**src/include/ccr_pkg.sv**
```systemverilog
// Purpose: Shared constants for the conversion configuration register group.
// Assumes: APB with 32-bit data; each register index maps to byte address index*4.
// Notes: Register indices are kept as printed; byte addresses are derived.
package ccr_pkg;
  // Channel count and data widths
  localparam int CCR_NCH = 8;
  localparam int CCR_DW = 16;
  localparam int CCR_AW = 12;
  localparam int CCR_ACCW = 32;
  localparam int CCR_CNTW = 17;

  // Register indices
  localparam logic [9:0] CCR_IDX_AVG = 10'h027;
  localparam logic [9:0] CCR_IDX_RANGING = 10'h028;
  localparam logic [9:0] CCR_IDX_DOZE = 10'h029;
  localparam logic [9:0] CCR_IDX_SPAN = 10'h02A;

  // Field positions
  localparam int CCR_AVG_ON_BIT = 7;
  localparam int CCR_CODE_LSB = 0;
  localparam int CCR_CODE_W = 4;

  // Reset values
  localparam logic CCR_RST_AVG_ON = 1'h0;
  localparam logic [3:0] CCR_RST_AVG_CODE = 4'h0;
  localparam logic [7:0] CCR_RST_RANGING = 8'hFF;
  localparam logic [7:0] CCR_RST_DOZE = 8'h00;
  localparam logic [3:0] CCR_RST_SPAN = 4'hF;

  // Span limits in millivolts, indexed by code bits 3:1
  localparam logic [7:0][15:0] CCR_SPAN_MV = {
    16'h9C40, 16'h61A8, 16'h4E20, 16'h30D4,
    16'h2710, 16'h186A, 16'h1388, 16'h09C4
  };
endpackage : ccr_pkg

```
**src/ccr_top.sv**
```systemverilog
// Purpose: Conversion configuration registers with per-channel averaging, sleep gating and span decode.
// Assumes: Converter requests and results arrive on pclk; zero-wait APB slave.
// Notes: All state lives in one struct; clk_en low freezes everything and stalls the bus.
//
// The APB register port was chosen for this implementation.
`timescale 1ns/100ps

// Behaviour
// - Bit 7 of the averaging control register turns oversampling on when one and off when zero, reset zero.
// - With oversampling on, ratio code n in bits 3 to 0 averages 2 to the power n+1 results.
// - Averaging runs separately for every channel on that channel's own results.
// - The auto ranging register holds one enable per channel, bit n for channel n, reset 0xFF.
// - The channel doze register holds one sleep bit per channel, bit n for channel n, reset 0x00.
// - A dozing channel ignores every conversion request while the others convert normally.
// - The channel 0 span register uses bits 3 to 0, resets to 0xF, and bits 7 to 4 are reserved.
// - Even span codes are unipolar, odd bipolar, and code pairs step the limit from 2.5 V to 40 V.
// - The averaging control register sits at 0x27 with reserved bits 6 to 4 and resets to zero.
module ccr_top
  import ccr_pkg::*;
(
  // Clock, reset, enable
  input wire logic pclk,
  input wire logic presetn,
  input wire logic clk_en,
  // APB slave
  input wire logic psel,
  input wire logic penable,
  input wire logic pwrite,
  input wire logic [CCR_AW-1:0] paddr,
  input wire logic [31:0] pwdata,
  output logic pready,
  output logic [31:0] prdata,
  output logic pslverr,
  // Conversion requests and results
  input wire logic conv_req,
  input wire logic [CCR_NCH-1:0] result_valid,
  input wire logic [CCR_NCH-1:0][CCR_DW-1:0] result_data,
  output logic [CCR_NCH-1:0] chan_start,
  // Averaged output per channel
  output logic [CCR_NCH-1:0] avg_valid,
  output logic [CCR_NCH-1:0][CCR_DW-1:0] avg_data,
  // Settings toward the front end
  output logic averaging_on,
  output logic [3:0] average_count_code,
  output logic [CCR_NCH-1:0] automatic_gain_ranging,
  output logic [CCR_NCH-1:0] chan_doze,
  output logic [3:0] span_code,
  output logic span_bipolar,
  output logic [15:0] span_limit_mv
);

  typedef struct packed {
    logic avg_on;
    logic [3:0] avg_code;
    logic [7:0] ranging;
    logic [7:0] doze;
    logic [3:0] span;
    logic span_bip;
    logic [15:0] span_mv;
    logic [31:0] rdata;
    logic [CCR_NCH-1:0] start;
    logic [CCR_NCH-1:0] avg_vld;
    logic [CCR_NCH-1:0][CCR_DW-1:0] avg_out;
    logic [CCR_NCH-1:0][CCR_ACCW-1:0] acc;
    logic [CCR_NCH-1:0][CCR_CNTW-1:0] cnt;
  } ccr_state_s;

  ccr_state_s st_reg;
  ccr_state_s st_next;

  logic [9:0] idx;
  logic hit_avg;
  logic hit_rng;
  logic hit_doze;
  logic hit_span;
  logic mapped;
  logic wr_en;
  logic setup;
  logic [CCR_CNTW-1:0] target;
  logic [4:0] shift;

  // Address decode on word index
  assign idx = paddr[CCR_AW-1:2];
  assign hit_avg = (idx == CCR_IDX_AVG);
  assign hit_rng = (idx == CCR_IDX_RANGING);
  assign hit_doze = (idx == CCR_IDX_DOZE);
  assign hit_span = (idx == CCR_IDX_SPAN);
  assign mapped = hit_avg | hit_rng | hit_doze | hit_span;
  assign setup = psel & ~penable & clk_en;
  assign wr_en = psel & penable & pwrite & clk_en;

  // Averaging length: 2^(code+1) results
  assign shift = 5'(st_reg.avg_code) + 5'h01;
  assign target = CCR_CNTW'(1) << shift;

  // Bus handshake: never completes while frozen
  assign pready = clk_en;
  assign pslverr = psel & penable & ~mapped;
  assign prdata = st_reg.rdata;

  // Next-state logic
  always_comb begin
    logic [CCR_ACCW-1:0] sum;
    sum = '0;
    st_next = st_reg;
    st_next.start = '0;
    st_next.avg_vld = '0;

    // Read data captured in the setup phase
    if (setup) begin
      st_next.rdata = '0;
      if (hit_avg) begin
        st_next.rdata[CCR_AVG_ON_BIT] = st_reg.avg_on;
        st_next.rdata[CCR_CODE_LSB +: CCR_CODE_W] = st_reg.avg_code;
      end
      if (hit_rng) begin
        st_next.rdata[7:0] = st_reg.ranging;
      end
      if (hit_doze) begin
        st_next.rdata[7:0] = st_reg.doze;
      end
      if (hit_span) begin
        st_next.rdata[3:0] = st_reg.span;
      end
    end

    // Register writes; reserved bits are dropped
    if (wr_en && hit_avg) begin
      st_next.avg_on = pwdata[CCR_AVG_ON_BIT];
      st_next.avg_code = pwdata[CCR_CODE_LSB +: CCR_CODE_W];
    end
    if (wr_en && hit_rng) begin
      st_next.ranging = pwdata[7:0];
    end
    if (wr_en && hit_doze) begin
      st_next.doze = pwdata[7:0];
    end
    if (wr_en && hit_span) begin
      st_next.span = pwdata[3:0];
    end

    // Span decode: low bit selects polarity, upper bits the limit
    st_next.span_bip = st_next.span[0];
    st_next.span_mv = CCR_SPAN_MV[st_next.span[3:1]];

    // Per-channel request gating and averaging
    for (int i = 0; i < CCR_NCH; i++) begin
      st_next.start[i] = conv_req & ~st_reg.doze[i];
      sum = st_reg.acc[i] + CCR_ACCW'(result_data[i]);
      if (!st_reg.avg_on) begin
        // Pass-through mode
        st_next.acc[i] = '0;
        st_next.cnt[i] = '0;
        if (result_valid[i]) begin
          st_next.avg_vld[i] = 1'b1;
          st_next.avg_out[i] = result_data[i];
        end
      end else if (result_valid[i]) begin
        if (st_reg.cnt[i] + CCR_CNTW'(1) == target) begin
          st_next.avg_vld[i] = 1'b1;
          st_next.avg_out[i] = CCR_DW'(sum >> shift);
          st_next.acc[i] = '0;
          st_next.cnt[i] = '0;
        end else begin
          st_next.acc[i] = sum;
          st_next.cnt[i] = st_reg.cnt[i] + CCR_CNTW'(1);
        end
      end
    end

    // Leaving averaging mode or rewriting the ratio restarts every series
    if (wr_en && hit_avg) begin
      st_next.acc = '0;
      st_next.cnt = '0;
    end
  end

  // State register
  always_ff @(posedge pclk or negedge presetn) begin
    if (!presetn) begin
      st_reg <= '0;
      st_reg.avg_on <= CCR_RST_AVG_ON;
      st_reg.avg_code <= CCR_RST_AVG_CODE;
      st_reg.ranging <= CCR_RST_RANGING;
      st_reg.doze <= CCR_RST_DOZE;
      st_reg.span <= CCR_RST_SPAN;
      st_reg.span_bip <= CCR_RST_SPAN[0];
      st_reg.span_mv <= CCR_SPAN_MV[CCR_RST_SPAN[3:1]];
    end else if (clk_en) begin
      st_reg <= st_next;
    end
  end

  // Outputs from flip-flops
  assign chan_start = st_reg.start;
  assign avg_valid = st_reg.avg_vld;
  assign avg_data = st_reg.avg_out;
  assign averaging_on = st_reg.avg_on;
  assign average_count_code = st_reg.avg_code;
  assign automatic_gain_ranging = st_reg.ranging;
  assign chan_doze = st_reg.doze;
  assign span_code = st_reg.span;
  assign span_bipolar = st_reg.span_bip;
  assign span_limit_mv = st_reg.span_mv;

  // Checks
  a_reset_values: assert property (@(posedge pclk) $rose(presetn) |->
    (st_reg.ranging == 8'hFF) && (st_reg.span == 4'hF) && !st_reg.avg_on && (st_reg.avg_code == 4'h0))
    else $error("register reset values wrong");

  a_avg_on_write: assert property (@(posedge pclk) disable iff (!presetn)
    (wr_en && hit_avg) |=> (averaging_on == $past(pwdata[7])))
    else $error("averaging enable not written");

  a_ratio_write: assert property (@(posedge pclk) disable iff (!presetn)
    (wr_en && hit_avg) |=> (average_count_code == $past(pwdata[3:0])))
    else $error("ratio field not written");

  a_ranging_write: assert property (@(posedge pclk) disable iff (!presetn)
    (wr_en && hit_rng) |=> (automatic_gain_ranging == $past(pwdata[7:0])))
    else $error("ranging enables not written");

  a_doze_write: assert property (@(posedge pclk) disable iff (!presetn)
    (wr_en && hit_doze) |=> (chan_doze == $past(pwdata[7:0])))
    else $error("doze bits not written");

  a_doze_blocks: assert property (@(posedge pclk) disable iff (!presetn)
    (clk_en && conv_req) |=> (chan_start == ~$past(chan_doze)))
    else $error("conversion request gating wrong");

  a_passthru_avg: assert property (@(posedge pclk) disable iff (!presetn)
    (clk_en && !averaging_on && result_valid[3] && !(wr_en && hit_avg)) |=>
    (avg_valid[3] && (avg_data[3] == $past(result_data[3]))))
    else $error("pass-through result lost");

  a_two_avg: assert property (@(posedge pclk) disable iff (!presetn)
    (clk_en && averaging_on && average_count_code == 4'h0 && st_reg.cnt[0] == 17'h0 && result_valid[0]
     && !(wr_en && hit_avg)) |=> !avg_valid[0])
    else $error("first of two results produced an output");

  a_avg_rsvd_read: assert property (@(posedge pclk) disable iff (!presetn)
    (psel && penable && pready && !pwrite && hit_avg) |-> (prdata[31:8] == 24'h0 && prdata[6:4] == 3'h0))
    else $error("reserved averaging bits not zero");

  a_span_rsvd_read: assert property (@(posedge pclk) disable iff (!presetn)
    (psel && penable && pready && !pwrite && hit_span) |-> (prdata[31:4] == 28'h0))
    else $error("reserved span bits not zero");

  a_span_decode: assert property (@(posedge pclk) disable iff (!presetn)
    (wr_en && hit_span && pwdata[3:0] == 4'h2) |=> (!span_bipolar && span_limit_mv == 16'h1388))
    else $error("span decode wrong");

  // Settings hold between their own writes
  a_ranging_hold: assert property (@(posedge pclk) disable iff (!presetn)
    !(wr_en && hit_rng) |=> $stable(automatic_gain_ranging))
    else $error("ranging enables changed without a write");

  a_doze_hold: assert property (@(posedge pclk) disable iff (!presetn)
    !(wr_en && hit_doze) |=> $stable(chan_doze))
    else $error("doze bits changed without a write");

  a_span_hold: assert property (@(posedge pclk) disable iff (!presetn)
    !(wr_en && hit_span) |=> $stable(span_code))
    else $error("span code changed without a write");

  a_avg_hold: assert property (@(posedge pclk) disable iff (!presetn)
    !(wr_en && hit_avg) |=> ($stable(averaging_on) && $stable(average_count_code)))
    else $error("averaging settings changed without a write");

  a_freeze_outputs: assert property (@(posedge pclk) disable iff (!presetn)
    !clk_en |=> ($stable(chan_start) && $stable(avg_valid) && $stable(avg_data)))
    else $error("outputs moved while frozen");

  // Span decode against the range table
  a_span_polarity: assert property (@(posedge pclk) disable iff (!presetn)
    span_bipolar == span_code[0])
    else $error("span polarity does not follow the code");

  a_span_low_limit: assert property (@(posedge pclk) disable iff (!presetn)
    (span_code[3:1] == 3'h0) |-> (span_limit_mv == 16'h09C4))
    else $error("lowest span limit wrong");

  a_span_top_limit: assert property (@(posedge pclk) disable iff (!presetn)
    (span_code[3:1] == 3'h7) |-> (span_limit_mv == 16'h9C40))
    else $error("widest span limit wrong");

  // Bus answers match the register levels
  a_unmapped_read: assert property (@(posedge pclk) disable iff (!presetn)
    (psel && penable && pready && !pwrite && !mapped) |-> (prdata == 32'h0))
    else $error("unmapped read not zero");

  a_unmapped_err: assert property (@(posedge pclk) disable iff (!presetn)
    (psel && penable && !mapped) |-> pslverr)
    else $error("unmapped access without error");

  a_mapped_okay: assert property (@(posedge pclk) disable iff (!presetn)
    (psel && penable && mapped) |-> !pslverr)
    else $error("mapped access flagged as error");

  a_rng_read: assert property (@(posedge pclk) disable iff (!presetn)
    (psel && penable && pready && !pwrite && hit_rng) |-> (prdata == {24'h0, automatic_gain_ranging}))
    else $error("ranging read-back wrong");

  a_doze_read: assert property (@(posedge pclk) disable iff (!presetn)
    (psel && penable && pready && !pwrite && hit_doze) |-> (prdata == {24'h0, chan_doze}))
    else $error("doze read-back wrong");

  a_avg_read: assert property (@(posedge pclk) disable iff (!presetn)
    (psel && penable && pready && !pwrite && hit_avg) |-> (prdata[7] == averaging_on && prdata[3:0] == average_count_code))
    else $error("averaging read-back wrong");

  a_span_read: assert property (@(posedge pclk) disable iff (!presetn)
    (psel && penable && pready && !pwrite && hit_span) |-> (prdata[3:0] == span_code))
    else $error("span read-back wrong");

  // Request gating and averaging series
  a_idle_no_start: assert property (@(posedge pclk) disable iff (!presetn)
    (clk_en && !conv_req) |=> (chan_start == '0))
    else $error("start without a request");

  a_avg_idle: assert property (@(posedge pclk) disable iff (!presetn)
    (clk_en && (result_valid == '0)) |=> (avg_valid == '0))
    else $error("averaged output without a result");

  a_chan_indep: assert property (@(posedge pclk) disable iff (!presetn)
    (clk_en && averaging_on && !result_valid[1] && !(wr_en && hit_avg)) |=> $stable(st_reg.cnt[1]))
    else $error("channel series moved without its own result");

  a_passthru_clear: assert property (@(posedge pclk) disable iff (!presetn)
    (clk_en && !averaging_on) |=> (st_reg.cnt[2] == '0))
    else $error("series count kept while averaging is off");

  a_series_restart: assert property (@(posedge pclk) disable iff (!presetn)
    (wr_en && hit_avg) |=> ((st_reg.cnt == '0) && (st_reg.acc == '0)))
    else $error("series not restarted on averaging write");

  a_avg_count_end: assert property (@(posedge pclk) disable iff (!presetn)
    (clk_en && averaging_on && average_count_code == 4'h0 && st_reg.cnt[0] == CCR_CNTW'(1) && result_valid[0]
     && !(wr_en && hit_avg)) |=> avg_valid[0])
    else $error("second of two results gave no output");

  a_four_early: assert property (@(posedge pclk) disable iff (!presetn)
    (clk_en && averaging_on && average_count_code == 4'h1 && st_reg.cnt[0] != CCR_CNTW'(3) && result_valid[0]
     && !(wr_en && hit_avg)) |=> !avg_valid[0])
    else $error("output before the fourth result");

  a_four_end: assert property (@(posedge pclk) disable iff (!presetn)
    (clk_en && averaging_on && average_count_code == 4'h1 && st_reg.cnt[0] == CCR_CNTW'(3) && result_valid[0]
     && !(wr_en && hit_avg)) |=> avg_valid[0])
    else $error("fourth result gave no output");

endmodule : ccr_top

```
**config.mk**
```make
export PLATFORM = sky130hd
export DESIGN_NAME = ccr_top
export DESIGN_NICKNAME = d
export VERILOG_FILES = /design/src/include/ccr_pkg.sv /design/src/ccr_top.sv
export SDC_FILE = /design/constraint.sdc
export NUM_CORES = 2
export LEC_CHECK = 0
export BUFFER_PORTS_ARGS = -buffer_cell sky130_fd_sc_hd__buf_4
export CAP_MARGIN = 25
export CORE_MARGIN = 5
export CORE_UTILIZATION = 35
export CTS_CLUSTER_DIAMETER = 60
export DETAILED_ROUTE_END_ITERATION = 6
export HOLD_SLACK_MARGIN = 0.1
export SLEW_MARGIN = 20
export SYNTH_ARGS = -nofsm -noshare
export SYNTH_HDL_FRONTEND = slang
export SYNTH_SLANG_ARGS = --single-unit
```
**constraint.sdc**
```tcl
create_clock -name pclk -period 3.6 [get_ports pclk]
set_clock_uncertainty 0.05 [all_clocks]
set_input_delay 0.36 -clock pclk [delete_from_list [all_inputs] [get_ports pclk]]
set_output_delay 0.36 -clock pclk [all_outputs]
set_load 0.05 [all_outputs]
```
# Yosys cells after proc, flatten, opt, wreduce, memory -nomap -nowiden
# Memory sizes are Yosys's and may differ from the RTL's. A register that Yosys moved wholly into a read port is not among the register bits.
# Index checks and enable logic that the tools add are counted.
[totals] register_bits=570 rom_bits=128 in_bits=187 output_inout_bits=220 wordCells=259 mem_count=1
[classes] n_addsub=17 n_eq_ne=28 n_shift=9 mux=119 bitwise_logic=27 reduce_logical=25
[memory_table] name="(name not given)" depth=8 width=16 read_ports=1 rd_clocked_by_memory_dff=1 wr=0 line_no="ccr_top.sv:144" text="st_next.span_mv = CCR_SPAN_MV[st_next.span[3:1]];"
[op_table] cell="$mux W32" n=24
[op_table] cell="$mux W16" n=32
[op_table] cell="$mux W17" n=24
[op_table] cell="$mux W392" n=1
[op_table] cell="$add A32 B16 Y32" n=8
[op_table] cell="$shr A32 B5 Y16" n=8
[op_table] cell="$add A17 B1 Y17 const B" n=8
[op_table] cell="$eq A17 B17 Y1" n=8
[op_table] cell="$eq A10 B6 Y1 const B" n=4
[op_table] cell="$mux W1" n=33
[op_table] cell="$ne A3 B2 Y1 const B" n=8
[op_table] cell="$reduce_and A2 Y1" n=12
[op_table] cell="$reduce_and A3 Y1" n=8
[op_table] cell="$shl A1 B5 Y17 const A" n=1
[op_table] cell="$mux W8" n=2
[op_table] cell="$ne A2 B1 Y1 const B" n=8
[op_table] cell="$and A1 B1 Y1" n=14
[op_table] cell="$mux W4" n=3
[op_table] cell="$not A1 Y1" n=10
[op_table] cell="$add A4 B1 Y5 const B" n=1
[op_table] cell="$logic_and A1 B1 Y1" n=4
[op_table] cell="$or A1 B1 Y1" n=3
[op_table] cell="$logic_not A1 Y1" n=1

# Longest topological paths before layout
[logic_depth] word_depth=7 mapped_depth=16 ltp_nobuf=13

# Least setup slack after synthesis
# No wires, ideal clock.
[synth_timing] path_type="register -> register" startpoint="register st_reg, in the netlist average_count_code[2]" endpoint="register st_reg, in the netlist avg_data[94]" setup_ns=0.130 t_arrival_ns=3.517 t_required_ns=3.420 path_slack_ns=-0.097 stages_incl_launch_ff=13 path_buffers=3 synth_period_minus_slack_ns=3.697 path_cell_list="dfrtp_1 buf_4 nor4_2 xnor2_1 nand4_1 or4_1 or4_1 buf_2 or2_1 buf_2 a311o_1 a2111oi_2 a21oi_1"
[synth_via] elab_chain_cells=5 word_cells_on_any_way=9 classes_between="add/sub: 1; eq/ne: 2; shift: 2; mux: 3; reduce/logical: 1"
[synth_lines] item="start, declared" line_no="ccr_top.sv:68" text="ccr_state_s st_reg;"
[synth_lines] item="start signal, assigned" line_no="ccr_top.sv:190" text="st_reg <= st_next;"
[synth_lines] item="$add A4 B1 Y5 (*)" line_no="ccr_top.sv:93" text="assign shift = 5'(st_reg.avg_code) + 5'h01;"
[synth_lines] item="$shr A32 B5 Y16 / $shl A1 B5 Y17 (equally long branches)" line_no="ccr_top.sv:161, ccr_top.sv:94"
[synth_lines] item="$mux W16 / $eq A17 B17 Y1 (equally long branches)" line_no="ccr_top.sv:159" text="if (st_reg.cnt[i] + CCR_CNTW'(1) == target) begin"
[synth_lines] item="$mux W16 / $ne A2 B1 Y1 (equally long branches)"
[synth_lines] item="$mux W16 / $reduce_and A3 Y1 (equally long branches)"
# Mark *: on every way between the ends. The rest lies on a longest branch, timed or not. The select of a mux whose other input is x is not followed.
# A chain may end at the register's enable or synchronous reset.

# Worst setup path in the final report
[layout_timing] startpoint="register st_reg, in the netlist average_count_code[0]" endpoint="register st_reg, in the netlist avg_data[118]"
# The elaborated chain is that of the path after synthesis.

==> summary.txt <==
Setup path
  • Critical-path top delay cell: dfrtp_4
  • Largest delay share family, worst path: compound AO/OA/AOI/OAI gates
  • Crit-path max cell delay: about 0.54 ns
  • Setup crit start kind: flip-flop
  • Critical Path End: avg_data[118]
  • Origin of the critical flop-to-flop path: average_count_code[0]
  • Worst Setup End Kind: flip-flop
  • Origin of the worst setup path: average_count_code[0]
  • Critical Path Stages: 11
  • Critical Path Most Common Cell: nand4b_1
  • Worst Path Required: just over 4 ns
  • Arr. time, crit path: approximately 4 ns
  • CP bufs+invs: 3
  • R2R cell count: 11
  • Worst R2R End: avg_data[118]
  • Worst-path fanout max: 10
  • Worst reg-to-reg setup slack: between 0.01 and 0.015 ns
  • CP Cell Sequence: buf_12 > nand4b_1 > buf_6 > xnor2_2 > nand4b_1 > a2111oi_2 > nand4b_1 > a2111o_1 > a21o_2 > buf_4 > o41ai_1
  • WS Path Type: reg2reg

Floorplanning
  • Number of core rows: roughly 140
  • Die area: around 160,000 um2
  • CORE AREA: about 150,000 um2
  • Io pins: 407
  • Initial Util: a little over a third
  • Chip Height: around 390 um
  • Die width: slightly below 400 um

CTS
  • Number of H-tree levels: 3
  • CTS buffer count: slightly below 90
  • Root Buffer Master: clkbuf_16
  • CTS tree: built
  • Worst-skew pair later-pin latency: approximately 0.7 ns
  • Worst-path clk slew: 0.06 ns
  • CTS Sinks: 584
  • Clock Path Buffers: 3

Power and ir drop
  • Power Dens Cells: ~300 nW/um2
  • Lkg Pwr: about 0.029 uW
  • Peak supply drop: around 0.00037 V
  • Tot Pwr: 20,000 uW

Global route
  • Largest net degree at the start of global routing: ~130
  • Number of global-route vias before repair: 52,000
  • First-pass GRT wire length: between 300 and 400 mm
  • Grt total ovfl: 0
  • All-Layer GR Usage: between 20% and 30%
  • Antenna violations before repair: 14

Place
  • Routability cong.: just under 1
  • Port bufs: between 300 and 400
  • Dpl hpwl: about 160 mm
  • Dpl cells: about 9,000

Logic synthesis
  • Synthesized area per cell: 7.96 um2
  • Ys Warns: 0
  • Register bit count reported by yosys: roughly 580
  • Synthesized cell area: roughly 52,000 um2
  • Top post-synthesis cells by area: dfrtp_1, o21ai_0, nand2_1, xnor2_1, a21oi_1
  • Synth async-reset ratio: between 90% and 100%
  • Sequential area share after synthesis: roughly 28%
  • Post-Syn Instances: 6,494
  • Post-synth EDFFs: 0
  • Largest area contributor in the netlist: dfrtp_1
  • Top FF cell, synth: dfrtp_1
  • Synth top area share: between 20% and 30%
  • Cell variety after synth: roughly 110

Cells and area
  • Share of cells above drive strength 1: around a quarter
  • Max reg flops: approximately 390
  • Non-Filler Instances: around 9,300
  • Finished Core Util: 45.6%
  • Most frequent cells in the layout: buf_4, nand2_1, o21ai_0, dfrtp_1, nor2_1
  • Fillers: 14,300
  • Fin nets: between 7,000 and 8,000
  • Most common cell after layout, fill and taps aside: buf_4
  • Area Growth Syn to Fin: 30.1%

STA
  • Relative slew slack: around 20%
  • RSZ-0062 raised after global routing: yes
  • Endpoints failing setup: 0
  • Period utilization: between 90% and 100%
  • Setup TNS: 0 ns
  • Final Max Slew Viols: 0
  • Worst-margin pin slew: 1.21 ns
  • Achievable frequency: about 280 MHz
  • Final Hold Fails: 0
  • Fin crit period: ~3.6 ns

Route
  • Number of vias per cell: 5.94
  • DRT iter0 DRCs: 5,429
  • DRC viols: 0
  • WL/cell: around 24 um
  • Met2 WL: 97.1 mm
  • Post-Route M1 WL: about 95 mm
  • Final antenna-violating net count: 0
  • Met3 WL: 20.3 mm
  • Max Used Layer: met5
  • Post-Route WL: 223 mm
  • Vias: about 55,000
  • Drt pass-1 iters: 6

Worst hold path
  • Hold Path Class: in2reg

Run
  • Max-cap viol count: 0

Status
  • Status: finished clean
-- kinds of logic (layout without fill, tap and decap cells) --
group,Yosys count,after routing,synth area share [%]
AOI/OAI and AO/OA,2082,2082,26.1
xor gates and xnor gates,410,410,7.02
adders and majority gates,149,149,3.72
buffers and inverters,802,1677,7.66
DFF,584,584,28.3
muxes,274,274,6.82
other,1,34,0.00726
and+or+nand+nor,2192,2192,20.4
-- where the power goes --
group          switching, uW  total [uW]  internal, uW
Combinational           2130        3210          1090
Sequential               214        6990          6770
Clock                   3880        9780          5900
Total                   6220       20000         13800
-- cell type report --
class                      instances  area, um2  area share, %
inverter                         108        427          0.635
tap                             1930       2410           3.59
timing repair buffer            1403      11500           17.1
clock buffer                     109       2380           3.54
sequential                       584      14700           21.8
multi-input combinational       5132      35000           52.1
clock inverter                    57        866           1.29
antenna                            9       22.5         0.0335
-- worst register-to-register path: cells and delay by family, from the launching register on --
kind / cells / cell delay, ns
AO/OA/AOI/OAI: 4 / 1.51
AND/OR/NAND/NOR: 3 / 0.63
buffers and inverters: 3 / 0.58
flip-flops: 1 / 0.54
XOR/XNOR: 1 / 0.14
-- worst min-delay path by stage --
stage                               start               endpoint  slack, ns  cells past startpoint
after floorplan                   presetn  average_count_code[0]       0.01                      0
after global placement            presetn            st_reg[179]       0.40                      1
after detailed placement          presetn            st_reg[179]       0.41                      1
after CTS                 result_data[37]           avg_data[37]       0.10                      4
after global routing      result_data[37]           avg_data[37]       0.13                      4
final                     result_data[37]           avg_data[37]       0.14                      4
-- routing by layer --
metal | GRT usage (%) | up-vias
li1 | - | 25400
met1 | 36.0 | 26900
met2 | 41.5 | 2635
met3 | 6.43 | 518
met4 | 12.3 | 6
met5 | 0 | -
-- per-stage QoR --
stage	worst slack [ns]	cell area (um2)	hold slack (ns)
5_1_grt	-0.0668	67200	0.130
3_5_place_dp	-0.624	60300	0.407
3_3_place_gp	-0.564	60300	0.404
2_1_floorplan	0.00420	51800	0.0144
4_1_cts	-0.00575	65100	0.104
6_report	0.0132	67200	0.141
-- synth_stat cells (62+ instances only) --
library cell and number:
o31ai_1 189, and2_1 72, buf_2 62, and3_1 139, xor2_1 139, nand3_1 177, xnor2_1 268, mux2_2 74
nand4_1 83, buf_4 221, clkbuf_1 361, mux2i_1 145, a21o_1 85, ha_1 141, a211oi_1 93, o21ai_0 646
a21oi_1 409, nand2_1 849, dfrtp_1 567, nor2_1 429, nor3_1 129, inv_1 105
-- timing repair --
action | 4_1_cts | 5_1_grt
buffers inserted | 8 | 57
hold buffers | 127 | 0
pin swaps | 5 | 105
cloned | 0 | 6
endpoints found under the setup margin | 273 | 308
resized for setup | 60 | 336
hold endpoints to repair | 217 | 0
Power figures use the tool's default switching activity.
